$ cat src/hdl/drive_status_pkg.sv
// ----------------------------------------------------------------
// shared constants and types of the drive status word bank
// ----------------------------------------------------------------
package drive_status_pkg;

  // ----------------------------------------------------------------
  // parameter addresses, as seen on the parameter interface
  // ----------------------------------------------------------------
  localparam int unsigned ADDR_W               = 16;
  localparam int unsigned WORD_W               = 16;
  localparam logic [15:0] ACTION_WORD_ADDR     = 16'h1c08;
  localparam logic [15:0] LAST_STOP_ERROR_ADDR = 16'h1c0a;
  localparam logic [15:0] SAVED_WARNING_ADDR   = 16'h1c18;

  // ----------------------------------------------------------------
  // saved / active warning word bit positions
  // ----------------------------------------------------------------
  localparam int unsigned WARN_GENERAL       = 0;
  localparam int unsigned WARN_STAGE_TEMP    = 1;
  localparam int unsigned WARN_MOTOR_TEMP    = 2;
  localparam int unsigned WARN_STAGE_I2T     = 4;
  localparam int unsigned WARN_MOTOR_I2T     = 5;
  localparam int unsigned WARN_BRAKE_I2T     = 6;
  localparam int unsigned WARN_CAN           = 7;
  localparam int unsigned WARN_ENCODER       = 8;
  localparam int unsigned WARN_SERIAL        = 9;
  localparam int unsigned WARN_SAFE_OFF      = 10;
  localparam int unsigned WARN_UNDERVOLT     = 11;
  localparam int unsigned WARN_FIELDBUS2     = 12;
  localparam int unsigned WARN_POS_INVALID   = 13;
  localparam int unsigned WARN_ETHERNET      = 14;

  // bits 3 and 15 are reserved and always zero
  localparam logic [15:0] WARN_USED_MASK     = 16'h7ff7;
  // bits 10, 11, 13 follow their cause instead of latching
  localparam logic [15:0] WARN_AUTO_MASK     = 16'h2c00;

  // ----------------------------------------------------------------
  // action word bit positions
  // ----------------------------------------------------------------
  localparam int unsigned ACT_WARNING        = 0;
  localparam int unsigned ACT_CLASS_LO       = 1;
  localparam int unsigned ACT_CLASS_HI       = 4;
  localparam int unsigned ACT_STANDSTILL     = 6;
  localparam int unsigned ACT_CLOCKWISE      = 7;
  localparam int unsigned ACT_COUNTER_CW     = 8;
  localparam int unsigned ACT_PG_IDLE        = 11;
  localparam int unsigned ACT_PG_DECEL       = 12;
  localparam int unsigned ACT_PG_ACCEL       = 13;
  localparam int unsigned ACT_PG_CONSTANT    = 14;

  // ----------------------------------------------------------------
  // motion figures
  // ----------------------------------------------------------------
  localparam int unsigned SPEED_W            = 16;
  localparam int unsigned STANDSTILL_RPM     = 9;
  localparam logic [15:0] RESET_WORD         = 16'h0000;

  // profile generator phase reported by the motion logic
  typedef enum logic [1:0] {
    PG_IDLE,
    PG_DECEL,
    PG_ACCEL,
    PG_CONSTANT
  } pg_phase_t;

  // parameter read/write request
  typedef struct packed {
    logic              read;
    logic              write;
    logic [ADDR_W-1:0] addr;
  } param_req_t;

  // parameter answer
  typedef struct packed {
    logic              valid;
    logic              error;
    logic [WORD_W-1:0] data;
  } param_rsp_t;

endpackage : drive_status_pkg

$ cat src/hdl/sync_two_flop.sv
`timescale 1ns/1ns
// ----------------------------------------------------------------
// two-flop synchroniser for asynchronous pin levels
// ----------------------------------------------------------------
module sync_two_flop
  import drive_status_pkg::*;
#(
  parameter int unsigned WIDTH = 2
)(
  input  wire logic             clock,
  input  wire logic             rst_b,
  input  wire logic [WIDTH-1:0] pinLevel,
  output logic      [WIDTH-1:0] syncLevel
);

  // ----------------------------------------------------------------
  // state
  // ----------------------------------------------------------------
  typedef struct packed {
    logic [WIDTH-1:0] first;   // metastable stage, read only by second
    logic [WIDTH-1:0] second;  // safe to use
  } sync_state_t;

  sync_state_t state;
  sync_state_t next_state;

  // shift the pin through both stages
  always_comb
  begin
    next_state.first  = pinLevel;
    next_state.second = state.first;
  end

  // registers, cleared to inactive
  always_ff @(posedge clock or negedge rst_b)
  begin
    if (!rst_b)
    begin
      state <= '0;
    end
    else
    begin
      state <= next_state;
    end
  end

  assign syncLevel = state.second;

endmodule : sync_two_flop

$ cat src/hdl/drive_status_words.sv
`timescale 1ns/1ns
module drive_status_words
  import drive_status_pkg::*;
(
  input  wire logic               clock,
  input  wire logic               rst_b,
  // warning causes from internal monitors (same clock)
  input  wire logic               generalWarning,
  input  wire logic               stageTempHigh,
  input  wire logic               motorTempHigh,
  input  wire logic               stageOverload,
  input  wire logic               motorOverload,
  input  wire logic               brakeOverload,
  input  wire logic               canWarning,
  input  wire logic               encoderWarning,
  input  wire logic               serialWarning,
  input  wire logic               undervoltage,
  input  wire logic               fieldbus2Warning,
  input  wire logic               positionInvalid,
  input  wire logic               ethernetWarning,
  // safe-off pins, asynchronous, high while active
  input  wire logic               safe_off_input_a,
  input  wire logic               safe_off_input_b,
  // fault clear and error state
  input  wire logic               fault_clear_command,
  input  wire logic [3:0]         errorClassActive,
  input  wire logic               stopFaultEvent,
  input  wire logic [WORD_W-1:0]  stopFaultNumber,
  // motion state
  input  wire logic [SPEED_W-1:0] actualSpeedRpm,
  input  wire pg_phase_t          profilePhase,
  // parameter interface
  input  wire param_req_t         paramReq,
  output param_rsp_t              paramRsp,
  // live words for the rest of the drive
  output logic      [WORD_W-1:0]  active_warning_word,
  output logic      [WORD_W-1:0]  saved_warning_word,
  output logic      [WORD_W-1:0]  action_word,
  output logic      [WORD_W-1:0]  last_stop_error
);

  // ----------------------------------------------------------------
  // state
  // ----------------------------------------------------------------
  // every register of the bank except the synchroniser flops lives in this one struct, so the
  // reset branch and the clocked process stay a single line each
  typedef struct packed {
    logic [WORD_W-1:0] activeWarn;  // current warning causes
    logic [WORD_W-1:0] savedWarn;   // latched warnings
    logic [WORD_W-1:0] action;      // action word
    logic [WORD_W-1:0] stopError;   // last stop fault number
    param_rsp_t        rsp;         // parameter answer
  } bank_state_t;

  bank_state_t state;
  bank_state_t next_state;

  logic [1:0]        safeOffSync;   // synchronised safe-off pins
  logic [WORD_W-1:0] causeWord;     // assembled active word
  logic [SPEED_W-1:0] speedMag;     // speed magnitude
  logic              speedNeg;      // negative speed sign
  logic [WORD_W-1:0] motionBits;    // standstill and direction flags
  param_rsp_t        answerNext;    // parameter answer before its register

  // ----------------------------------------------------------------
  // pin synchroniser
  // ----------------------------------------------------------------
  // safe-off pins come from outside the clock domain; two flops
  // cost two cycles on bit 10 but keep metastability out
  sync_two_flop #(
    .WIDTH     (2)
  ) safeOffSyncer (
    .clock     (clock),
    .rst_b     (rst_b),
    .pinLevel  ({safe_off_input_b, safe_off_input_a}),
    .syncLevel (safeOffSync)
  );

  // ----------------------------------------------------------------
  // helpers
  // ----------------------------------------------------------------
  // true when the address names one of the three words
  // anything else in the parameter space answers with an error
  function automatic logic isMapped(input logic [ADDR_W-1:0] a);
    isMapped = (a == ACTION_WORD_ADDR) || (a == LAST_STOP_ERROR_ADDR)
               || (a == SAVED_WARNING_ADDR);
  endfunction : isMapped

  // read value of a mapped word, zero elsewhere
  function automatic logic [WORD_W-1:0] readWord(input logic [ADDR_W-1:0] a,
                                                 input bank_state_t s);
    readWord = RESET_WORD;
    if (a == ACTION_WORD_ADDR)
    begin
      // motion and error flags
      readWord = s.action;
    end
    else if (a == LAST_STOP_ERROR_ADDR)
    begin
      // number of the last stop fault
      readWord = s.stopError;
    end
    else if (a == SAVED_WARNING_ADDR)
    begin
      // latched warnings
      readWord = s.savedWarn;
    end
  endfunction : readWord

  // ----------------------------------------------------------------
  // active warning word assembly
  // ----------------------------------------------------------------
  // each cause lands on its own bit, one meaning active
  // reserved bits never see a cause, the mask below is a second guard
  always_comb
  begin
    causeWord                   = RESET_WORD;
    causeWord[WARN_GENERAL]     = generalWarning;
    causeWord[WARN_STAGE_TEMP]  = stageTempHigh;
    causeWord[WARN_MOTOR_TEMP]  = motorTempHigh;
    causeWord[WARN_STAGE_I2T]   = stageOverload;
    causeWord[WARN_MOTOR_I2T]   = motorOverload;
    causeWord[WARN_BRAKE_I2T]   = brakeOverload;
    causeWord[WARN_CAN]         = canWarning;
    causeWord[WARN_SERIAL]      = serialWarning;
    causeWord[WARN_FIELDBUS2]   = fieldbus2Warning;
    causeWord[WARN_ETHERNET]    = ethernetWarning;
    causeWord[WARN_ENCODER]     = encoderWarning;
    // either channel is enough to flag safe-off
    causeWord[WARN_SAFE_OFF]    = safeOffSync[0] | safeOffSync[1];
    causeWord[WARN_UNDERVOLT]   = undervoltage;
    causeWord[WARN_POS_INVALID] = positionInvalid;
    // reserved positions forced low whatever happens above
    causeWord                   = causeWord & WARN_USED_MASK;
  end

  // ----------------------------------------------------------------
  // speed magnitude for standstill and direction
  // ----------------------------------------------------------------
  // two's complement speed, positive is clockwise
  always_comb
  begin
    speedNeg = actualSpeedRpm[SPEED_W-1];
    if (speedNeg)
    begin
      // negate; full-scale negative stays large, so it still moves
      speedMag = SPEED_W'(~actualSpeedRpm + 1'b1);
    end
    else
    begin
      // positive or zero passes unchanged
      speedMag = actualSpeedRpm;
    end
  end

  // ----------------------------------------------------------------
  // motion flags
  // ----------------------------------------------------------------
  // standstill hides the direction: a drive creeping below the
  // threshold reports neither clockwise nor counter-clockwise,
  // so exactly one of the three flags is set in every cycle
  always_comb
  begin
    motionBits = RESET_WORD;
    if (speedMag < SPEED_W'(STANDSTILL_RPM))
    begin
      // slower than the threshold in either direction
      motionBits[ACT_STANDSTILL] = 1'b1;
    end
    else if (speedNeg)
    begin
      // negative speed turns counter-clockwise
      motionBits[ACT_COUNTER_CW] = 1'b1;
    end
    else
    begin
      // positive speed turns clockwise
      motionBits[ACT_CLOCKWISE]  = 1'b1;
    end
  end

  // ----------------------------------------------------------------
  // parameter answer
  // ----------------------------------------------------------------
  // every request gets exactly one answer one cycle later, so a
  // master never needs a timeout; the cost is that a refused
  // write still takes the answer slot like a good read
  always_comb
  begin
    answerNext       = '0;
    answerNext.valid = paramReq.read | paramReq.write;
    // a write or an unmapped read is refused, nothing stored
    answerNext.error = paramReq.write
                       | (paramReq.read & ~isMapped(paramReq.addr));
    if (paramReq.read & ~paramReq.write)
    begin
      // plain read: the word as registered in this cycle
      answerNext.data = readWord(paramReq.addr, state);
    end
    else
    begin
      // idle, write or clash: data held at zero
      answerNext.data = RESET_WORD;
    end
  end

  // ----------------------------------------------------------------
  // next state
  // ----------------------------------------------------------------
  // one process builds the whole next state, so nothing can be
  // left without a value on some path
  always_comb
  begin
    next_state = state;

    // active word registered; the saved word trails it by one cycle
    next_state.activeWarn = causeWord;

    // latching: a clear drops old bits but a cause present in the
    // same cycle still sets, so no event is lost on the clear edge
    if (fault_clear_command)
    begin
      // only what is active right now survives the clear
      next_state.savedWarn = state.activeWarn;
    end
    else
    begin
      // self-clearing bits just track their cause
      next_state.savedWarn = (state.savedWarn & ~WARN_AUTO_MASK)
                             | state.activeWarn;
    end
    next_state.savedWarn = next_state.savedWarn & WARN_USED_MASK;

    // action word rebuilt every cycle, reserved bits zero
    next_state.action                       = RESET_WORD;
    next_state.action[ACT_WARNING]          = |state.activeWarn;
    next_state.action[ACT_CLASS_HI:ACT_CLASS_LO] = errorClassActive;
    // standstill and direction flags come ready-made
    next_state.action = next_state.action | motionBits;
    // exactly one phase bit is set at a time
    unique case (profilePhase)
      PG_IDLE:     next_state.action[ACT_PG_IDLE]     = 1'b1;
      PG_DECEL:    next_state.action[ACT_PG_DECEL]    = 1'b1;
      PG_ACCEL:    next_state.action[ACT_PG_ACCEL]    = 1'b1;
      PG_CONSTANT: next_state.action[ACT_PG_CONSTANT] = 1'b1;
    endcase

    // stop fault number kept until the next stop fault
    if (stopFaultEvent)
    begin
      next_state.stopError = stopFaultNumber;
    end

    // parameter answer: one-cycle pulse after each request
    next_state.rsp = answerNext;
  end

  // ----------------------------------------------------------------
  // registers
  // ----------------------------------------------------------------
  // all words start from zero; the warning and action words fill
  // in one and two cycles after release
  always_ff @(posedge clock or negedge rst_b)
  begin
    if (!rst_b)
    begin
      state <= '0;
    end
    else
    begin
      state <= next_state;
    end
  end

  // ----------------------------------------------------------------
  // outputs
  // ----------------------------------------------------------------
  // every output is a flip-flop, so no read sees a glitch
  assign paramRsp            = state.rsp;
  assign active_warning_word = state.activeWarn;
  assign saved_warning_word  = state.savedWarn;
  assign action_word         = state.action;
  assign last_stop_error     = state.stopError;

endmodule : drive_status_words

$ cat config.mk
export PLATFORM = sky130hd
export DESIGN_NAME = drive_status_words
export DESIGN_NICKNAME = d
export VERILOG_FILES = /design/src/hdl/drive_status_pkg.sv /design/src/hdl/sync_two_flop.sv /design/src/hdl/drive_status_words.sv
export SDC_FILE = /design/constraint.sdc
export NUM_CORES = 1
export LEC_CHECK = 0
export BUFFER_PORTS_ARGS = -buffer_cell sky130_fd_sc_hd__buf_2
export CAP_MARGIN = 20
export CELL_PAD_IN_SITES_DETAIL_PLACEMENT = 1
export CELL_PAD_IN_SITES_GLOBAL_PLACEMENT = 2
export CORE_AREA = 8 8 144 92
export DETAILED_ROUTE_END_ITERATION = 16
export DIE_AREA = 0 0 152 100
export GPL_ROUTABILITY_DRIVEN = 1
export GPL_TIMING_DRIVEN = 0
export PLACE_DENSITY_LB_ADDON = 0.1
export RECOVER_POWER = 100
export SYNTH_ARGS = -nofsm -noshare
export SYNTH_HDL_FRONTEND = slang
export SYNTH_SLANG_ARGS = --single-unit
$ cat constraint.sdc
create_clock -name clock -period 1.5 [get_ports clock]
set_input_delay 0.3 -clock clock [delete_from_list [all_inputs] [get_ports clock]]
set_output_delay 0.3 -clock clock [all_outputs]
set_load 0.02 [all_outputs]
== Yosys cells after proc, flatten, opt, wreduce, memory -nomap -nowiden ==
Index checks and enable logic that the tools add are counted.

* Add/sub/neg operators: 1
* Magnitude comparators: 1
* Eq/ne operators: 6
* Muxes and demuxes: 14
* Bitwise operators: 10
* Reduce and logical (&&, ||, !) cells: 4

{| class="wikitable"
|+ Operators by type and width
! kind !! count
|-
| $mux 16 || 4
|-
| $eq 16x13->1 const B || 3
|-
| $mux 15 || 2
|-
| $add 16x1->16 const B || 1
|-
| $lt 16x4->1 const B || 1
|-
| $not 16->16 || 1
|-
| $or 15x15->15 || 1
|-
| $reduce_or 14->1 || 1
|-
| $or 5x9->9 || 1
|-
| $mux 1 || 7
|-
| $eq 2x2->1 const B || 2
|-
| $or 1x1->1 || 3
|-
| $and 1x1->1 || 2
|-
| $eq 2x1->1 const B || 1
|-
| $logic_not 2->1 || 1
|-
| $logic_or 1x1->1 || 2
|-
| $mux 2 || 1
|-
| $not 1->1 || 2
|}

* Bits in registers: 81
* Bits of input ports: 75
* Output and inout bits: 82
* Logic and storage cells: 45

== Depth between registers and ports, before layout ==
* Word-level depth: 6
* Depth in mapped cells: 7
* Depth with buffers taken out: 7

== Cells and area by module ==
Synthesis repeated with hierarchy kept, for this count alone.

* Cell total of the unflattened synthesis: 272
* Area total of the unflattened synthesis: 3236.9 µm²

{| class="wikitable"
|+ By module, submodules not included
! module !! instances !! cells each !! area an instance (µm²) !! sequential area each (µm²)
|-
| drive_status_words || 1 || 268 || 3136.8 || 1851.8
|-
| sync_two_flop || 1 || 4 || 100.1 || 100.1
|}

== Worst setup path after synthesis ==
OpenSTA, ideal clock, no wires.

* Path kind: input port to flip-flop
* From: input port actualSpeedRpm[5]
* To: register state, in the netlist action_word[6]
* Library setup time: 0.120 ns
* Data arrival time: 1.655 ns
* Data required time: 1.380 ns
* Path slack: -0.275 ns
* Stages: 5
* Path buffers: 0
* Path through: nor4_4 nand4_2 mux2_4 a32o_2 and4_1

* Longest elaborated chain between the ends: 6

{| class="wikitable"
|+ RTL lines
! element !! line !! RTL
|-
| start: declaration || drive_status_words.sv:30 || <nowiki>input wire logic [SPEED_W-1:0] actualSpeedRpm,</nowiki>
|-
| $not 16->16 || drive_status_words.sv:147 || <nowiki>speedMag = SPEED_W'(~actualSpeedRpm + 1'b1);</nowiki>
|-
| $add 16x1->16 || drive_status_words.sv:147 ||
|-
| $mux 16 (*) || drive_status_words.sv:144 || <nowiki>if (speedNeg)</nowiki>
|-
| $lt 16x4->1 (*) || drive_status_words.sv:165 || <nowiki>if (speedMag < SPEED_W'(STANDSTILL_RPM))</nowiki>
|-
| $mux 1 (*) || drive_status_words.sv:165 ||
|-
| net motionBits[6] || drive_status_words.sv:62 || <nowiki>logic [WORD_W-1:0] motionBits;</nowiki>
|-
| $or 5x9->9 (*) || drive_status_words.sv:239 || <nowiki>next_state.action = next_state.action | motionBits;</nowiki>
|-
| end signal: assignment || drive_status_words.sv:271 || <nowiki>state <= next_state;</nowiki>
|-
| end: declaration || drive_status_words.sv:55 || <nowiki>bank_state_t state;</nowiki>
|}

Mark *: on every way through the listed nets, which the timed path passes. The rest lies on a longest branch.
A chain may end at the register's enable or synchronous reset.

== Final worst setup path ==
* From: input port actualSpeedRpm[6]
* To: register state, in the netlist action_word[6]

The elaborated chain is that of the path after synthesis.

==> impl_metrics.json <==
{
  "grt_pass1_wl_um": 17600,
  "fillers": 1274,
  "synth_cell_types": 46,
  "gr-usage-all-layers_pct": 14.8,
  "critical_path.slowest_cell": "mux2_4",
  "ys_top_cells_by_area": "dfrtp_1 (60%), mux2_2 (5.6%), mux2i_1 (3.7%)",
  "clk_pin_slew_ps": 70,
  "post_drt_wl_per_cell_um": 19.0,
  "final.period_utilization_pct": 99.7,
  "avgViaCountPerCell": 4.68,
  "worstPathRequired_ps": 1720,
  "rsz0062_at_grt": "yes",
  "final_cells": 594,
  "startpoint_type": "primary input",
  "area_delta_synth_final_pct": 42.9,
  "wirelength_um": 11300,
  "crit_start": "actualSpeedRpm[6]",
  "syn_area_um2": 3240,
  "cp_max_fo": 7,
  "netlist_instances": 272,
  "seqCellArea_um2": 1950,
  "num_rows": 30,
  "gp_congestion": 0.795,
  "clkLatencyLatePin_ps": 340,
  "dp_slack_ps": -769,
  "final.setup.worst_slack_ps": 3.81,
  "cts_made_buffers": 9,
  "antenna_found_initial": 0,
  "leakagePower_nw": 2.12,
  "yosysTopAreaCellShare_pct": 60.3,
  "grt-ovfl-total": 0,
  "clk_root_buffer_cell": "clkbuf_16",
  "placed_cell_area_um2": 4230,
  "slowest_delay_ps": 320,
  "status": "complete, no violations",
  "path_cells": "buf_8, nor4_4, buf_6, nand4_4, mux2_4, a32o_2, and4_1",
  "dp_hpwl_um": 8940,
  "synth-async-reset-ratio_pct": 100,
  "drive_gt1_share_pct": 33.1,
  "setup_viol": 0,
  "drtIter0Drc": 98,
  "fmax_ghz": 0.668,
  "yosysSeqAreaShare_pct": 60.3,
  "crit_cells": 7,
  "yosysTopAreaCell": "dfrtp_1",
  "r2r-end": "action_word[0]$_DFF_PN0_",
  "dieArea_um2": 15200,
  "tritoncts": "yes",
  "synth_ff_type": "dfrtp_1",
  "cp.arrival_ps": 1720,
  "synth_edf_count": 0,
  "dp.cells": 568,
  "irDropWorstVdd_mv": 0.580,
  "worstSetupPathType": "primary input to register",
  "ys_warn_count": 0,
  "crit_end": "action_word[6]$_DFF_PN0_",
  "pin_count": 157,
  "drc": 0,
  "vias": 2781,
  "htreeDepth": 3,
  "synth_seq_cells": 78,
  "synth_area_per_cell_um2": 11.9,
  "die_x_um": 152,
  "r2r_setup_slack_ps": 450,
  "slew-limit-headroom_pct": 63.1,
  "clk_path_buf_depth": 2,
  "clock_skew_ps": 6.05,
  "slew_violations": 0,
  "grt_start_max_net_pins": 60,
  "r2r_cells": 2,
  "clock-sinks": 78,
  "coreArea_um2": 11100,
  "design_area_um2": 4630,
  "numPortBuffers": 144,
  "hold_start": "motorTempHigh",
  "postRouteAntennaNets": 0,
  "r2r_start": "active_warning_word[0]$_DFF_PN0_",
  "multi_input_area_um2": 1250,
  "cp-end-kind": "register",
  "fin_hold_ws_ps": 62.3,
  "hold_class": "primary input to register",
  "finalHoldViolations": 0,
  "power_density_nw_per_um2": 1150,
  "drv_cap": 0,
  "worst-path-buf-inv": 2,
  "fin_crit_ps": 1500,
  "critPathTopFamily": "simple AND/OR/NAND/NOR gates",
  "grt_pass1_vias": 3078,
  "die_height_um": 100,
  "nets": 521,
  "finalPower_mw": 5.32,
  "start_util_pct": 29.2,
  "num_antenna_cells": 0,
  "worst_pin_slew_ps": 554,
  "dr.pass1.iters": 4
}
-- cell families (layout without fill, tap and decap cells) --
family                   Yosys count  count (layout)  synth area share [%]
adder cells (fa/ha/maj)            1               1                 0.386
AND/OR/NAND/NOR                   81              81                  13.8
other                              1               8                 0.116
XOR/XNOR                           1               1                 0.271
AO/OA/AOI/OAI                     51              51                  10.7
buffers and inverters             30             201                  4.75
multiplexers                      29              29                  9.74
flip-flops                        78              78                  60.3
-- where the power goes --
part	leakage [nW]	switching, mW	internal, mW	total [mW]
sequential	0.936	0.0941	2.21	2.31
clock	0.153	0.932	1.33	2.26
combinational	1.03	0.467	0.288	0.756
total	2.12	1.49	3.83	5.32
-- registers in the layout, indices dropped and copies added, names as in the netlist --
register / cells
paramRsp: 18
action_word: 12
safeOffSyncer.next_state: 2
active_warning_word: 14
last_stop_error: 16
saved_warning_word: 14
safeOffSyncer.syncLevel: 2
-- routing by layer --
layer / up-vias / global-route usage (%) / wire [µm]
li1: 1287 / - / -
met1: 1366 / 20.2 / 5470
met2: 118 / 21.2 / 4750
met3: 10 / 6.22 / 978
met4: 0 / 3.59 / 85
met5: - / 0 / 0
-- area by class of cell --
type	count	area share, %
multi-input combinational	171	26.9
clock inverter	7	1.84
buffer	22	3.24
tap	144	3.89
inverter	8	0.649
clock buffer	9	4.87
sequential	78	42.2
timing repair buffer	155	16.4
-- placed cells by master (no fill, tap or decap), drive strengths merged, types with 5 or more instances in the layout --
master and n:
nor4 6, nor2b 7, nor3 7, mux2i 12, a21o 13, a21oi 16, buf 87, mux2 17
o21ai 6, dfrtp 78, nor2 32, nand4 5, clkbuf 98, inv 13, nand2 8, conb 8
-- synthesized netlist by cell type, drive strengths merged (3+ instances only) --
library cell and n:
a21o 13, a21oi 16, a22oi 3, buf 12, clkbuf 10, dfrtp 78, inv 8, mux2 17
mux2i 12, nand2 8, nand3 3, nand4 5, nor2 32, nor2b 7, nor3 7, nor4 6
nor4b 3, o21ai 6
-- worst register-to-register path, stage by stage, from the launching register on --
cell and delay, ps:
dfrtp_1 410, nor4_1 360, nand4_1 150
-- through the flow --
| step | utilization [%] | TNS (ps) |
|---|---|---|
| after floorplan | - | -680 |
| after global placement | 37.9 | -44990 |
| after detailed placement | 38.2 | -9150 |
| after CTS | 42.4 | -7.29 |
| after global routing | 41.8 | -160 |
| final | 41.8 | 0 |
-- worst min-delay path by stage --
| stage | end | slack (ps) | cells past startpoint |
|---|---|---|---|
| 6_report | active_warning_word[2]$_DFF_PN0_ | 60 | 1 |
| 5_1_grt | safeOffSyncer.next_state[1]$_DFF_PN0_ | 50 | 1 |
| 4_1_cts | active_warning_word[2]$_DFF_PN0_ | 50 | 1 |
| 3_5_place_dp | last_stop_error[15]$_DFFE_PN0P_ | 220 | 1 |
| 3_3_place_gp | safeOffSyncer.syncLevel[0]$_DFF_PN0_ | 330 | 0 |
| 2_1_floorplan | action_word[0]$_DFF_PN0_ | 4 | 0 |
-- repair_timing --
item	4_1_cts	5_1_grt
hold buffers	1	0
endpoints found under the hold margin	19	0
buffers inserted	6	3
pin swaps	5	6
setup endpoints to repair	3	18
resized for setup	19	13
(Power assumes the default switching activity.)
